--- config.mk ---
export PLATFORM = sky130hd
export DESIGN_NAME = pll_input_clock_conditioning
export DESIGN_NICKNAME = d
export VERILOG_FILES = /design/src/rtl/clk_cond_pkg.sv /design/src/rtl/clock_path.sv /design/src/rtl/activity_monitor.sv /design/src/rtl/pll_input_clock_conditioning.sv
export SDC_FILE = /design/constraint.sdc
export NUM_CORES = 1
export LEC_CHECK = 0
export ABC_AREA = 1
export BUFFER_PORTS_ARGS = -buffer_cell sky130_fd_sc_hd__buf_2
export CAP_MARGIN = 20
export CORE_ASPECT_RATIO = 1.25
export CORE_MARGIN = 4
export CORE_UTILIZATION = 61
export DETAILED_ROUTE_END_ITERATION = 6
export PLACE_DENSITY_LB_ADDON = 0.25
export SYNTH_ARGS = -nofsm -noshare
export SYNTH_HDL_FRONTEND = slang
export SYNTH_SLANG_ARGS = --single-unit
export TNS_END_PERCENT = 100
--- constraint.sdc ---
create_clock -name ref_clk -period 2.8 [get_ports ref_clk]
set_clock_uncertainty 0.2 [all_clocks]
set_input_delay 0.28 -clock ref_clk [delete_from_list [all_inputs] [get_ports ref_clk]]
set_output_delay 0.28 -clock ref_clk [all_outputs]
set_load 0.01 [all_outputs]
--- src/rtl/clk_cond_pkg.sv ---
// Package with register map, field positions, reset values and counts for input conditioning.
package clk_cond_pkg;

  // ************************************************************
  // Register byte offsets
  // ************************************************************
  localparam logic [7:0] ADDR_MASTER_ONE = 8'h00;
  localparam logic [7:0] ADDR_MASTER_TWO = 8'h04;
  localparam logic [7:0] ADDR_INPUT_EN = 8'h08;
  localparam logic [7:0] ADDR_GLOBAL_STATUS = 8'h0c;
  localparam logic [7:0] ADDR_INPUT_CTRL = 8'h10;
  localparam logic [7:0] ADDR_REF_CTRL = 8'h1c;
  localparam logic [7:0] ADDR_PLL_BASE = 8'h20;
  localparam logic [7:0] PLL_STRIDE = 8'h10;
  localparam logic [7:0] OFS_PLL_CTRL_ONE = 8'h00;
  localparam logic [7:0] OFS_PLL_CTRL_THREE = 8'h04;
  localparam logic [7:0] OFS_PLL_STATUS = 8'h08;

  // ************************************************************
  // Field positions
  // ************************************************************
  localparam int RING_DIS_BIT = 0;
  localparam int RING_RUN_BIT = 1;
  localparam int REF_MODE_LSB = 0;
  localparam int REF_DBL_BIT = 2;
  localparam int REF_DIV2_BIT = 3;
  localparam int REF_MCK_BIT = 4;
  localparam int IN_MCK_LSB = 5;
  localparam int PREDIV_LSB = 0;
  localparam int INVERT_BIT = 2;
  localparam int VALIDATE_INTERVAL_LSB = 8;
  localparam int MON_SW_BIT = 0;
  localparam int PIN_SW_BIT = 1;
  localparam int PRIMARY_LSB = 2;
  localparam int ALTERNATE_LSB = 4;
  localparam int LATCHED_LSB = 8;
  localparam int SELECTED_LSB = 12;

  // ************************************************************
  // Codes, reset values and counts
  // ************************************************************
  localparam logic [1:0] REF_MODE_XTAL = 2'h1;
  localparam logic [1:0] REF_MODE_SINGLE = 2'h2;
  localparam logic [1:0] REF_MODE_RESET = 2'h0;
  localparam logic [3:0] VALIDATE_INTERVAL_RESET = 4'h1;
  localparam logic [1:0] REF_INDEX = 2'h3;
  localparam logic [3:0] MISS_LIMIT_PLAIN = 4'h4;
  localparam logic [3:0] MISS_LIMIT_DOUBLED = 4'h8;
  localparam int VALID_UNIT_SHIFT = 4;

  typedef enum logic [0:0] {
    MON_INVALID = 1'b0,
    MON_VALID = 1'b1
  } mon_state_t;

endpackage

--- src/rtl/clock_path.sv ---
// Per-input conditioning path: enable, polarity, optional doubler and power-of-two divider.
`timescale 1ns/100ps
`default_nettype none
module clock_path (
  input wire logic ref_clk,
  input wire logic reset_n,
  input wire logic clkIn,
  input wire logic pathEn,
  input wire logic invertEn,
  input wire logic doubleEn,
  input wire logic [1:0] divCode,
  output logic pulseOut
);
  import clk_cond_pkg::*;

  logic prevLvl_reg;
  logic [2:0] divCnt_reg;
  logic lvl;
  logic edgeSeen;
  logic [2:0] divMax;

  // A disabled path presents a quiet line, so its monitor falls invalid.
  assign lvl = pathEn & (clkIn ^ invertEn);
  // The doubler gives one pulse per edge of either sense.
  assign edgeSeen = doubleEn ? (lvl ^ prevLvl_reg) : (lvl & ~prevLvl_reg);
  assign divMax = 3'((4'h1 << divCode) - 4'h1);

  always_ff @(posedge ref_clk) begin
    if (!reset_n) begin
      prevLvl_reg <= 1'b0;
      divCnt_reg <= 3'h0;
      pulseOut <= 1'b0;
    end else begin
      prevLvl_reg <= lvl;
      pulseOut <= 1'b0;
      if (edgeSeen) begin
        if (divCnt_reg >= divMax) begin
          divCnt_reg <= 3'h0;
          pulseOut <= 1'b1;
        end else begin
          divCnt_reg <= divCnt_reg + 3'h1;
        end
      end
    end
  end

endmodule
`default_nettype wire

--- src/rtl/activity_monitor.sv ---
// Activity monitor for one input of one PLL, counting feedback clock ticks.
`timescale 1ns/100ps
`default_nettype none
module activity_monitor (
  input wire logic ref_clk,
  input wire logic reset_n,
  input wire logic inPulse,
  input wire logic fbTick,
  input wire logic doubled,
  input wire logic [3:0] validate_interval,
  output logic inValid
);
  import clk_cond_pkg::*;

  logic edgeTgl_reg;
  logic syncA_reg;
  logic syncB_reg;
  logic syncC_reg;
  logic [3:0] missCnt_reg;
  logic [8:0] goodCnt_reg;
  logic syncEdge;
  logic [3:0] missLimit;
  logic [8:0] goodLimit;

  // The edge toggles through two stages before the counters see it.
  always_ff @(posedge ref_clk) begin
    if (!reset_n) begin
      edgeTgl_reg <= 1'b0;
      syncA_reg <= 1'b0;
      syncB_reg <= 1'b0;
      syncC_reg <= 1'b0;
    end else begin
      edgeTgl_reg <= edgeTgl_reg ^ inPulse;
      syncA_reg <= edgeTgl_reg;
      syncB_reg <= syncA_reg;
      syncC_reg <= syncB_reg;
    end
  end

  assign syncEdge = syncB_reg ^ syncC_reg;
  assign missLimit = doubled ? MISS_LIMIT_DOUBLED : MISS_LIMIT_PLAIN;
  assign goodLimit = 9'({5'h0, validate_interval} << VALID_UNIT_SHIFT);

  always_ff @(posedge ref_clk) begin
    if (!reset_n) begin
      missCnt_reg <= 4'h0;
      goodCnt_reg <= 9'h0;
      inValid <= MON_INVALID;
    end else if (syncEdge) begin
      missCnt_reg <= 4'h0;
    end else if (fbTick) begin
      if (missCnt_reg + 4'h1 >= missLimit) begin
        missCnt_reg <= 4'h0;
        goodCnt_reg <= 9'h0;
        inValid <= MON_INVALID;
      end else begin
        missCnt_reg <= missCnt_reg + 4'h1;
        if (goodCnt_reg >= goodLimit) begin
          inValid <= MON_VALID;
        end else begin
          goodCnt_reg <= goodCnt_reg + 9'h1;
        end
      end
    end
  end
endmodule
`default_nettype wire

--- src/rtl/pll_input_clock_conditioning.sv ---
// Input clock conditioning, activity monitors and register slave for two PLLs.
// ************************************************************
// Summary of operation
// - Crystal driver runs only while reference mode holds the crystal code.
// - Reference doubler doubles the reference only while its enable bit is one.
// - Each PLL has its own input doubler, enabled by its own bit.
// - After reset the boot controller runs from the internal ring oscillator.
// - After boot completes, writing one to the disable bit halts the ring oscillator.
// - Register accesses are served without the ring oscillator or other internal clock.
// - Each differential input is active only while its enable bit is set.
// - Each differential input pre-divides by 1, 2, 4 or 8.
// - Reference path divides by 1 or 2.
// - Each differential input inverts polarity when its invert bit is set.
// - Monitor clears valid after four feedback ticks without edge, eight when doubled.
// - Monitor sets valid only after a clean programmed validation interval.
// - Each monitored input shows a real-time valid bit and a latched change bit.
// - Each monitor counts the feedback clock chosen by its select bit.
// - Two identical independent copies exist, one per PLL.
// - With monitor switching only, keep primary while valid, else take alternate.
// ************************************************************
//
// The implementer's own choices: the Avalon-MM interface to the registers and the address map.
`timescale 1ns/100ps
`default_nettype none
module pll_input_clock_conditioning (
  input wire logic ref_clk,
  input wire logic reset_n,
  input wire logic [7:0] address,
  input wire logic read,
  input wire logic write,
  input wire logic [31:0] writedata,
  input wire logic [3:0] byteenable,
  output logic [31:0] readdata,
  output logic waitrequest,
  input wire logic refPinA,
  input wire logic [2:0] diffIn,
  input wire logic [1:0] fbTick,
  input wire logic [1:0] switchPin,
  input wire logic bootDone,
  output logic crystalDriverEn,
  output logic refPathOn,
  output logic [2:0] diffInputOn,
  output logic ringOscRun,
  output logic [1:0] pllRefPulse,
  output logic [1:0][1:0] pllSelInput
);
  import clk_cond_pkg::*;

  // ************************************************************
  // Configuration state
  // ************************************************************
  logic ringOscDisable_reg;
  logic [1:0] refPinMode_reg;
  logic refDoublerEn_reg;
  logic refDivByTwo_reg;
  logic refMonClkSel_reg;
  logic [2:0] inputMonClkSel_reg;
  logic [2:0] inputEnable_reg;
  logic [1:0] inPrediv_reg [3];
  logic [2:0] inInvert_reg;
  logic [3:0] validate_interval_reg [4];
  logic [1:0] pllDblEn_reg;
  logic [1:0] monSwitchEn_reg;
  logic [1:0] pinSwitchEn_reg;
  logic [1:0] primarySel_reg [2];
  logic [1:0] alternateSel_reg [2];
  logic [3:0] latched_reg [2];
  logic [3:0] validPrev_reg [2];
  logic [1:0] srcDly_reg;
  logic [31:0] readdata_next;
  logic [3:0] inValid [2];
  logic [3:0] condPulse;
  logic [3:0] monClkSel;
  logic wrTake;
  logic wrLow;

  assign wrTake = write && !waitrequest;
  assign wrLow = wrTake && byteenable[0];
  assign monClkSel = {refMonClkSel_reg, inputMonClkSel_reg};

  // ************************************************************
  // Avalon-MM slave handshake
  // ************************************************************
  // One wait state: waitrequest drops for exactly one cycle per access. Only ref_clk is
  // used, so accesses never depend on the boot ring oscillator.
  always_ff @(posedge ref_clk) begin
    if (!reset_n) begin
      waitrequest <= 1'b1;
      readdata <= 32'h0;
    end else if (!waitrequest) begin
      waitrequest <= 1'b1;
    end else if (read || write) begin
      waitrequest <= 1'b0;
      readdata <= read ? readdata_next : 32'h0;
    end
  end

  always_comb begin
    readdata_next = 32'h0;
    case (address)
      ADDR_MASTER_ONE: begin
        readdata_next[RING_DIS_BIT] = ringOscDisable_reg;
        readdata_next[RING_RUN_BIT] = ringOscRun;
      end
      ADDR_MASTER_TWO: begin
        readdata_next[REF_MODE_LSB +: 2] = refPinMode_reg;
        readdata_next[REF_DBL_BIT] = refDoublerEn_reg;
        readdata_next[REF_DIV2_BIT] = refDivByTwo_reg;
        readdata_next[REF_MCK_BIT] = refMonClkSel_reg;
        readdata_next[IN_MCK_LSB +: 3] = inputMonClkSel_reg;
      end
      ADDR_INPUT_EN: readdata_next[2:0] = inputEnable_reg;
      ADDR_GLOBAL_STATUS: readdata_next[0] = bootDone;
      ADDR_REF_CTRL: readdata_next[VALIDATE_INTERVAL_LSB +: 4] = validate_interval_reg[3];
      default: begin
        for (int i = 0; i < 3; i++) begin
          if (address == ADDR_INPUT_CTRL + 8'(4 * i)) begin
            readdata_next[PREDIV_LSB +: 2] = inPrediv_reg[i];
            readdata_next[INVERT_BIT] = inInvert_reg[i];
            readdata_next[VALIDATE_INTERVAL_LSB +: 4] = validate_interval_reg[i];
          end
        end
        for (int p = 0; p < 2; p++) begin
          if (address == ADDR_PLL_BASE + 8'(p * 16) + OFS_PLL_CTRL_ONE) begin
            readdata_next[0] = pllDblEn_reg[p];
          end
          if (address == ADDR_PLL_BASE + 8'(p * 16) + OFS_PLL_CTRL_THREE) begin
            readdata_next[MON_SW_BIT] = monSwitchEn_reg[p];
            readdata_next[PIN_SW_BIT] = pinSwitchEn_reg[p];
            readdata_next[PRIMARY_LSB +: 2] = primarySel_reg[p];
            readdata_next[ALTERNATE_LSB +: 2] = alternateSel_reg[p];
          end
          if (address == ADDR_PLL_BASE + 8'(p * 16) + OFS_PLL_STATUS) begin
            readdata_next[3:0] = inValid[p];
            readdata_next[LATCHED_LSB +: 4] = latched_reg[p];
            readdata_next[SELECTED_LSB +: 2] = pllSelInput[p];
          end
        end
      end
    endcase
  end

  // ************************************************************
  // Shared configuration registers
  // ************************************************************
  always_ff @(posedge ref_clk) begin
    if (!reset_n) begin
      ringOscDisable_reg <= 1'b0;
      refPinMode_reg <= REF_MODE_RESET;
      refDoublerEn_reg <= 1'b0;
      refDivByTwo_reg <= 1'b0;
      refMonClkSel_reg <= 1'b0;
      inputMonClkSel_reg <= 3'h0;
      inputEnable_reg <= 3'h0;
      inInvert_reg <= 3'h0;
      for (int i = 0; i < 3; i++) begin
        inPrediv_reg[i] <= 2'h0;
      end
    end else if (wrLow) begin
      case (address)
        ADDR_MASTER_ONE: ringOscDisable_reg <= writedata[RING_DIS_BIT];
        ADDR_MASTER_TWO: begin
          refPinMode_reg <= writedata[REF_MODE_LSB +: 2];
          refDoublerEn_reg <= writedata[REF_DBL_BIT];
          refDivByTwo_reg <= writedata[REF_DIV2_BIT];
          refMonClkSel_reg <= writedata[REF_MCK_BIT];
          inputMonClkSel_reg <= writedata[IN_MCK_LSB +: 3];
        end
        ADDR_INPUT_EN: inputEnable_reg <= writedata[2:0];
        default: begin
          for (int i = 0; i < 3; i++) begin
            if (address == ADDR_INPUT_CTRL + 8'(4 * i)) begin
              inPrediv_reg[i] <= writedata[PREDIV_LSB +: 2];
              inInvert_reg[i] <= writedata[INVERT_BIT];
            end
          end
        end
      endcase
    end
  end

  // The validation interval sits in the second byte lane; the fourth entry is the reference.
  generate
    for (genvar i = 0; i < 4; i++) begin : g_validate_interval
      always_ff @(posedge ref_clk) begin
        if (!reset_n) begin
          validate_interval_reg[i] <= VALIDATE_INTERVAL_RESET;
        end else if (wrTake && byteenable[1] && address == ADDR_INPUT_CTRL + 8'(4 * i)) begin
          validate_interval_reg[i] <= writedata[VALIDATE_INTERVAL_LSB +: 4];
        end
      end
    end
  endgenerate

  // ************************************************************
  // Oscillator, driver and input enables
  // ************************************************************
  // The ring oscillator restarts only with reset; once halted it stays halted.
  always_ff @(posedge ref_clk) begin
    if (!reset_n) begin
      ringOscRun <= 1'b1;
      crystalDriverEn <= 1'b0;
      refPathOn <= 1'b0;
      diffInputOn <= 3'h0;
    end else begin
      if (ringOscDisable_reg && bootDone) begin
        ringOscRun <= 1'b0;
      end
      crystalDriverEn <= (refPinMode_reg == REF_MODE_XTAL);
      refPathOn <= (refPinMode_reg == REF_MODE_XTAL) || (refPinMode_reg == REF_MODE_SINGLE);
      diffInputOn <= inputEnable_reg;
    end
  end

  // ************************************************************
  // Conditioning paths
  // ************************************************************
  generate
    for (genvar i = 0; i < 3; i++) begin : g_diff
      clock_path u_path (
        .ref_clk(ref_clk),
        .reset_n(reset_n),
        .clkIn(diffIn[i]),
        .pathEn(diffInputOn[i]),
        .invertEn(inInvert_reg[i]),
        .doubleEn(1'b0),
        .divCode(inPrediv_reg[i]),
        .pulseOut(condPulse[i])
      );
    end
  endgenerate

  clock_path u_ref_path (
    .ref_clk(ref_clk),
    .reset_n(reset_n),
    .clkIn(refPinA),
    .pathEn(refPathOn),
    .invertEn(1'b0),
    .doubleEn(refDoublerEn_reg),
    .divCode({1'b0, refDivByTwo_reg}),
    .pulseOut(condPulse[3])
  );

  // ************************************************************
  // Per-PLL monitors, status and input mux
  // ************************************************************
  generate
    for (genvar p = 0; p < 2; p++) begin : g_pll
      logic [1:0] sel;
      logic srcPulse;

      always_ff @(posedge ref_clk) begin
        if (!reset_n) begin
          pllDblEn_reg[p] <= 1'b0;
          monSwitchEn_reg[p] <= 1'b0;
          pinSwitchEn_reg[p] <= 1'b0;
          primarySel_reg[p] <= 2'h0;
          alternateSel_reg[p] <= 2'h0;
        end else if (wrLow && address == ADDR_PLL_BASE + 8'(p * 16) + OFS_PLL_CTRL_ONE) begin
          pllDblEn_reg[p] <= writedata[0];
        end else if (wrLow && address == ADDR_PLL_BASE + 8'(p * 16) + OFS_PLL_CTRL_THREE) begin
          monSwitchEn_reg[p] <= writedata[MON_SW_BIT];
          pinSwitchEn_reg[p] <= writedata[PIN_SW_BIT];
          primarySel_reg[p] <= writedata[PRIMARY_LSB +: 2];
          alternateSel_reg[p] <= writedata[ALTERNATE_LSB +: 2];
        end
      end

      for (genvar i = 0; i < 4; i++) begin : g_mon
        activity_monitor u_mon (
          .ref_clk(ref_clk),
          .reset_n(reset_n),
          .inPulse(condPulse[i]),
          .fbTick(monClkSel[i] ? fbTick[1 - p] : fbTick[p]),
          .doubled(pllDblEn_reg[p] || (i == 3 && refDoublerEn_reg)),
          .validate_interval(validate_interval_reg[i]),
          .inValid(inValid[p][i])
        );
      end

      always_comb begin
        if (pinSwitchEn_reg[p]) begin
          sel = switchPin[p] ? alternateSel_reg[p] : primarySel_reg[p];
        end else if (monSwitchEn_reg[p]) begin
          sel = inValid[p][primarySel_reg[p]] ? primarySel_reg[p] : alternateSel_reg[p];
        end else begin
          sel = primarySel_reg[p];
        end
      end

      assign srcPulse = condPulse[pllSelInput[p]];

      // The doubler adds a second pulse right after each selected one.
      always_ff @(posedge ref_clk) begin
        if (!reset_n) begin
          pllSelInput[p] <= 2'h0;
          srcDly_reg[p] <= 1'b0;
          pllRefPulse[p] <= 1'b0;
        end else begin
          pllSelInput[p] <= sel;
          srcDly_reg[p] <= srcPulse;
          pllRefPulse[p] <= srcPulse || (pllDblEn_reg[p] && srcDly_reg[p]);
        end
      end

      // A change of state wins over a clear arriving in the same cycle.
      always_ff @(posedge ref_clk) begin
        if (!reset_n) begin
          validPrev_reg[p] <= 4'h0;
          latched_reg[p] <= 4'h0;
        end else begin
          validPrev_reg[p] <= inValid[p];
          if (wrTake && byteenable[1] && address == ADDR_PLL_BASE + 8'(p * 16) + OFS_PLL_STATUS) begin
            latched_reg[p] <= (latched_reg[p] & ~writedata[LATCHED_LSB +: 4])
              | (inValid[p] ^ validPrev_reg[p]);
          end else begin
            latched_reg[p] <= latched_reg[p] | (inValid[p] ^ validPrev_reg[p]);
          end
        end
      end

    end
  endgenerate
endmodule
`default_nettype wire

**Word level (Yosys, flattened, before mapping)**

Memories as Yosys holds them, arrays and structs flattened.
Index checks and enable logic that the tools add are counted.

- Output and inout port bits: 45
- Bits in writable memories: 46
- Memories: 6
- ROM bits: 0
- Bits in registers: 232
- Latch bits: 0
- Input port bits: 57

Memory list:

| memory | depth | bits a word | read ports | clocked after Yosys merged registers in | wr ports | line | source |
|---|---|---|---|---|---|---|---|
| validate_interval_reg | 4 | 4 | 4 | 0 | 4 | pll_input_clock_conditioning.sv:61 | `logic [3:0] validate_interval_reg [4];` |
| latched_reg | 2 | 4 | 2 | 0 | 2 | pll_input_clock_conditioning.sv:67 | `logic [3:0] latched_reg [2];` |
| validPrev_reg | 2 | 4 | 2 | 0 | 2 | pll_input_clock_conditioning.sv:68 | `logic [3:0] validPrev_reg [2];` |
| inPrediv_reg | 3 | 2 | 3 | 0 | 3 | pll_input_clock_conditioning.sv:59 | `logic [1:0] inPrediv_reg [3];` |
| alternateSel_reg | 2 | 2 | 2 | 0 | 2 | pll_input_clock_conditioning.sv:66 | `logic [1:0] alternateSel_reg [2];` |
| primarySel_reg | 2 | 2 | 2 | 0 | 2 | pll_input_clock_conditioning.sv:65 | `logic [1:0] primarySel_reg [2];` |

- Shift-type cells: 4
- Eq/ne operators: 23
- Order comparisons: 24
- Muxes and demuxes: 167
- Bitwise gates (word level): 70
- Multiply operators: 0
- Reductions and logical operators: 76
- Div/mod/pow operators: 0
- Add/subtract/negate cells: 24

Operator list:

| kind | count |
|---|---|
| $mux W9 | 16 |
| $mux W4 | 27 |
| $mux W1 | 85 |
| $add A9 B1 Y9 const B | 8 |
| $ge A9 B8 Y1 | 8 |
| $reduce_and A3 Y1 | 19 |
| $eq A8 B6 Y1 const B | 6 |
| $mux W2 | 17 |
| $add A4 B1 Y4 const B | 8 |
| $eq A8 B5 Y1 const B | 4 |
| $ge A4 B4 Y1 | 8 |
| $mux W3 | 8 |
| $mux W6 | 4 |
| $reduce_and A2 Y1 | 11 |
| $xor A1 B1 Y1 | 20 |
| $reduce_or A2 Y1 | 9 |
| $or A1 B1 Y1 | 17 |
| $eq A8 B4 Y1 const B | 2 |
| $logic_and A1 B1 Y1 | 16 |
| $ne A2 B1 Y1 const B | 8 |
| $not A1 Y1 | 16 |
| $or A4 B4 Y4 | 4 |
| $reduce_bool A2 Y1 | 8 |
| $mux W14 | 1 |
| other kinds (25) | 58 |

**Logic depth before layout (Yosys ltp)**

- Depth in word-level cells: 13
- Mapped depth: 12

**Modules after synthesis**

From an unflattened synthesis, not the netlist that was laid out.

- Cells, all modules: 2184
- Area total of the unflattened synthesis: 15526.1 um2

By module, submodules not included:

| module | cells each | seq. area each (um2) | area an instance (um2) | times used |
|---|---|---|---|---|
| activity_monitor | 170 | 360.3 | 1169.9 | 8 |
| pll_input_clock_conditioning | 608 | 2302.2 | 4750.8 | 1 |
| clock_path | 54 | 100.1 | 354.1 | 4 |

**Least setup slack after synthesis**

OpenSTA, ideal clock, no wires.

- Kind: reg-to-reg
- Start: register g_pll[1].g_mon[3].u_mon.missCnt_reg[2]
- End: register g_pll[1].g_mon[3].u_mon.goodCnt_reg[0]
- Setup slack: 723 ps
- Stages on the path, launching flop included: 11
- Setup time: 70 ps
- Arrival: 1807 ps
- Path through: dfxtp_1 > nand3_1 > xnor2_1 > ha_1 > inv_1 > o21bai_1 > a31oi_2 > inv_2 > nand2_1 > nand3_1 > a21oi_1

- Longest elaborated chain between the ends: 4
- Elaborated cells on any way between the ends: 5
- Those cells by class: add/sub (1); order compare (1); eq/ne (1); mux (1); reduce/logical (1)

RTL lines:

| item | line | source |
|---|---|---|
| from (decl) | activity_monitor.sv:19 | `logic [3:0] missCnt_reg;` |
| from (signal assigned) | activity_monitor.sv:57 | `missCnt_reg <= missCnt_reg + 4'h1;` |
| $add A4 B1 Y4 (*) | activity_monitor.sv:52 | `if (missCnt_reg + 4'h1 >= missLimit) begin` |
| $ge A4 B4 Y1 (*) | activity_monitor.sv:52 |  |
| $ne A2 B1 Y1 (no source line) | n/a |  |
| $reduce_and A3 Y1 (no source line) | n/a |  |
| to (signal assigned) | activity_monitor.sv:61 | `goodCnt_reg <= goodCnt_reg + 9'h1;` |
| to (decl) | activity_monitor.sv:20 | `logic [8:0] goodCnt_reg;` |

Mark *: on every way between the ends. The rest lies on a longest branch, timed or not.
A chain may end at the register's enable or synchronous reset.

**Worst setup path in the final report**

- Start: input read
- End: register readdata[5]

- Longest elaborated chain between the ends: 2
- Elaborated cells on any way between the ends: 3
- Those cells by class: mux (1); reduce/logical (2)

RTL lines:

| item | line | source |
|---|---|---|
| from (decl) | pll_input_clock_conditioning.sv:29 | `input wire logic read,` |
| $logic_or A1 B1 Y1 | pll_input_clock_conditioning.sv:92 | `end else if (read \|\| write) begin` |
| $reduce_and A2 Y1 (no source line) | n/a |  |
| to (signal assigned) | pll_input_clock_conditioning.sv:94 | `readdata <= read ? readdata_next : 32'h0;` |
| to (decl) | pll_input_clock_conditioning.sv:33 | `output logic [31:0] readdata,` |

Parallel ways exist; a longest one is shown, timed or not.

==> flow_summary.yaml <==
pwr:
  switching_share_pct: 23.6
  leakagePower_uw: 0.00705
  p_clk_share_pct: 45.4
  comb_power_share_pct: 7.3
  ir_worst_vdd_v: 0.000592
  power.total_uw: 8280
  power_density_nw_per_um2: 521
  internal_power_uw: 6330
  p_seq_share_pct: 47.3
  switchingPower_uw: 1950
clock_network:
  clk_pin_slew_ns: 0.06
  cts_tree: "yes"
  clockRootBuffer: "clkbuf_16"
  cts_setup_buffers: 0
  cts_sinks: 260
  clockBufferDepth: 3
  numCtsBuffers: 26
  clk_latency_ns: 0.53
  htree_levels: 1
logic_synthesis:
  synth_top_area_share_pct: 31.6
  postSynthAreaPerCell_um2: 7.59
  yosysUniqueCellTypes: 48
  yosys_warnings: 0
  synth-async-reset-ratio_pct: 0
  synthCells: 1855
  yosysSeqAreaShare_pct: 39.7
  syn-cell-area_um2: 14100
  post-synth-top-count-cell: "nand2_1"
  yosys_register_bits: 260
  yosys_most_used_dff: "dfxtp_1"
  synth_edf_count: 38
  synth_common_cells: "320 x nand2_1, 222 x dfxtp_1, 216 x inv_1"
  synth_top_cell_by_area: "dfxtp_1"
  synthTopCellsByArea: "dfxtp_1 32%, nand2_1 8.5%, edfxtp_1 8.1%"
worst_hold_path:
  hold-path-cell-count: 3
  worstHoldStart: "writedata[10]"
  whs_endpoint: "validate_interval_reg[1][2]"
  min-delay-path-class: "input pin to register"
setup_path:
  r2r-start: "g_pll[1].g_mon[1].u_mon.missCnt_reg[0]"
  ff2ff_setup_slack_ns: 0.30
  worst-path-buf-inv: 5
  crit_type: "input pin to register"
  critical_path_arrival_ns: 2.71
  startpoint_type: "input pin"
  r2r_end: "g_pll[1].g_mon[1].u_mon.goodCnt_reg[1]"
  cp_data_required_time_ns: 3.00
  critPathMaxFanout: 8
  crit_path_end_kind: "register"
  crit_path_max_incr_delay_ns: 0.58
  crit_family: "buffers and inverters"
  crit_chain: "dlygate4sd3_1, buf_2, o21ai_1, dlygate4sd3_1, inv_1, nand2_1, inv_1, o21ai_0, a21oi_1"
  cp_slowest_cell: "dlygate4sd3_1"
  reg2reg_depth: 10
grt:
  grt_antenna_before_repair: 0
  grt_overflow: 0
  grt_pass1_vias: 12300
  grt_pass1_wl_um: 58200
  gr-usage-all-layers_pct: 27.3
  grt_start_max_net_pins: 52
floorplanning:
  die-width_um: 144
  io_pins: 102
  coreArea_um2: 22500
  die_y_um: 178
  initial_utilization_pct: 62.5
  die-area_um2: 25600
  row_count: 61
finish:
  nets: 2107
  instances_no_fill: 2265
  drive_above_1_share_pct: 9.84
  diodes: 0
  synthToLayoutAreaGrowth_pct: 12.8
  largest_register_ff_count: 72
routing:
  ant_nets: 0
  drtIter0Drc: 960
  dr.pass1.iters: 6
  vias_per_cell: 5.60
  met1_length_um: 14600
  route.met3.wl_um: 2290
  dr_wl_met2_um: 16800
  drcViolationCount: 0
  avgRoutedWirePerCell_um: 15.3
  vias: 12700
  postRouteWirelength_um: 34700
  top_layer: "met4"
sta:
  fmax_mhz: 398
  hold_slack_ns: 0.0403
  finalSetupTns_ns: 0
  rsz0062_at_grt: "no"
  hold_viol: 0
  fin_crit_ns: 2.51
  setup_violations: 0
  tightest_slew_ns: 0.844
  min_period_over_period_pct: 89.7
  maxSlewHeadroom_pct: 43.5
  slew_violations: 0
outcome:
  run_status: "completed"
placement:
  dp_cells: 2189
  place_congestion: 0.919
  io_buffers: 61
  hpwl_um: 25300
run:
  maxCapViolations: 0
-- final cells by class --
cell class,instances,area [µm²]
well taps,283,354
fillers,1817,6640
clock buffers,36,761
clock inverters,12,173
repair buffers,111,753
multi-input cells,1329,7370
inverters,234,883
flip-flops and latches,260,5590
-- stage by stage --
stage	setup WS, ns	util, %	cell area [µm²]
6_report	0.287	70.5	15900
5_1_grt	0.0147	70.5	15900
3_3_place_gp	0.364	65.1	14700
4_1_cts	0.321	70.5	15900
2_1_floorplan	0.723	-	14200
3_5_place_dp	0.308	65.1	14700
-- metal layers --
layer / up-vias / GRT usage, %
met2: 407 / 47.8
met5: - / 0
met3: 81 / 3.80
met1: 5868 / 34.6
li1: 6333 / -
met4: 0 / 8.63
-- worst min-delay path: stages --
cell	delay [ns]
buf_2	0.10
inv_1	0.14
nor2_1	0.13
-- power groups by stage --
| stage | registers (µW) | clock network, µW | logic (µW) |
|---|---|---|---|
| 3_3_place_gp | 3990 | 0 | 552 |
| 2_1_floorplan | 3980 | 0 | 414 |
| 6_report | 3910 | 3760 | 607 |
| 4_1_cts | 3910 | 3800 | 600 |
| 5_1_grt | 3920 | 3960 | 681 |
| 3_5_place_dp | 3990 | 0 | 571 |
-- cell usage in the layout (no fill, tap or decap), types with 17 or more instances in the layout --
master | Yosys | layout
nand2_1 | 320 | 320
dfxtp_1 | 222 | 222
inv_1 | 216 | 215
nor2_1 | 200 | 200
a21oi_1 | 181 | 181
nand3_1 | 168 | 168
ha_1 | 88 | 88
buf_2 | 6 | 60
o21ai_0 | 58 | 58
xnor2_1 | 49 | 49
nand4_1 | 49 | 49
xor2_1 | 39 | 39
edfxtp_1 | 38 | 38
clkbuf_16 | 0 | 28
dlygate4sd3_1 | 0 | 28
conb_1 | 2 | 26
nor3_1 | 24 | 24
buf_4 | 24 | 23
o22ai_1 | 18 | 18
inv_2 | 17 | 17
-- cells by family after synthesis --
group,after synthesis,synth area share (%)
muxes,3,0.213
buffers and inverters,290,8.61
adders and majority gates,88,7.82
xor gates and xnor gates,88,5.48
and+or+nand+nor,808,25.4
DFF,260,39.7
AOI/OAI and AO/OA,316,12.7
other,2,0.0534
-- worst max path at each step --
stage,from,cells after the start,endpoint
6_report,read,9,readdata[5]
5_1_grt,g_pll[1].g_mon[1].u_mon.missCnt_reg[2],10,g_pll[1].g_mon[1].u_mon.goodCnt_reg[8]
4_1_cts,g_pll[1].g_mon[1].u_mon.missCnt_reg[2],10,g_pll[1].g_mon[1].u_mon.goodCnt_reg[1]
3_5_place_dp,fbTick[0],8,g_pll[0].g_mon[0].u_mon.goodCnt_reg[5]
3_3_place_gp,fbTick[0],8,g_pll[0].g_mon[0].u_mon.goodCnt_reg[8]
2_1_floorplan,g_pll[1].g_mon[3].u_mon.missCnt_reg[2],10,g_pll[1].g_mon[3].u_mon.goodCnt_reg[0]
-- timing repair --
action / 4_1_cts / 5_1_grt
hold endpoints to repair: 62 / 0
hold buffers: 28 / 0
gates resized for setup: 0 / 0
Note: power is estimated with default switching activity, not from simulation.
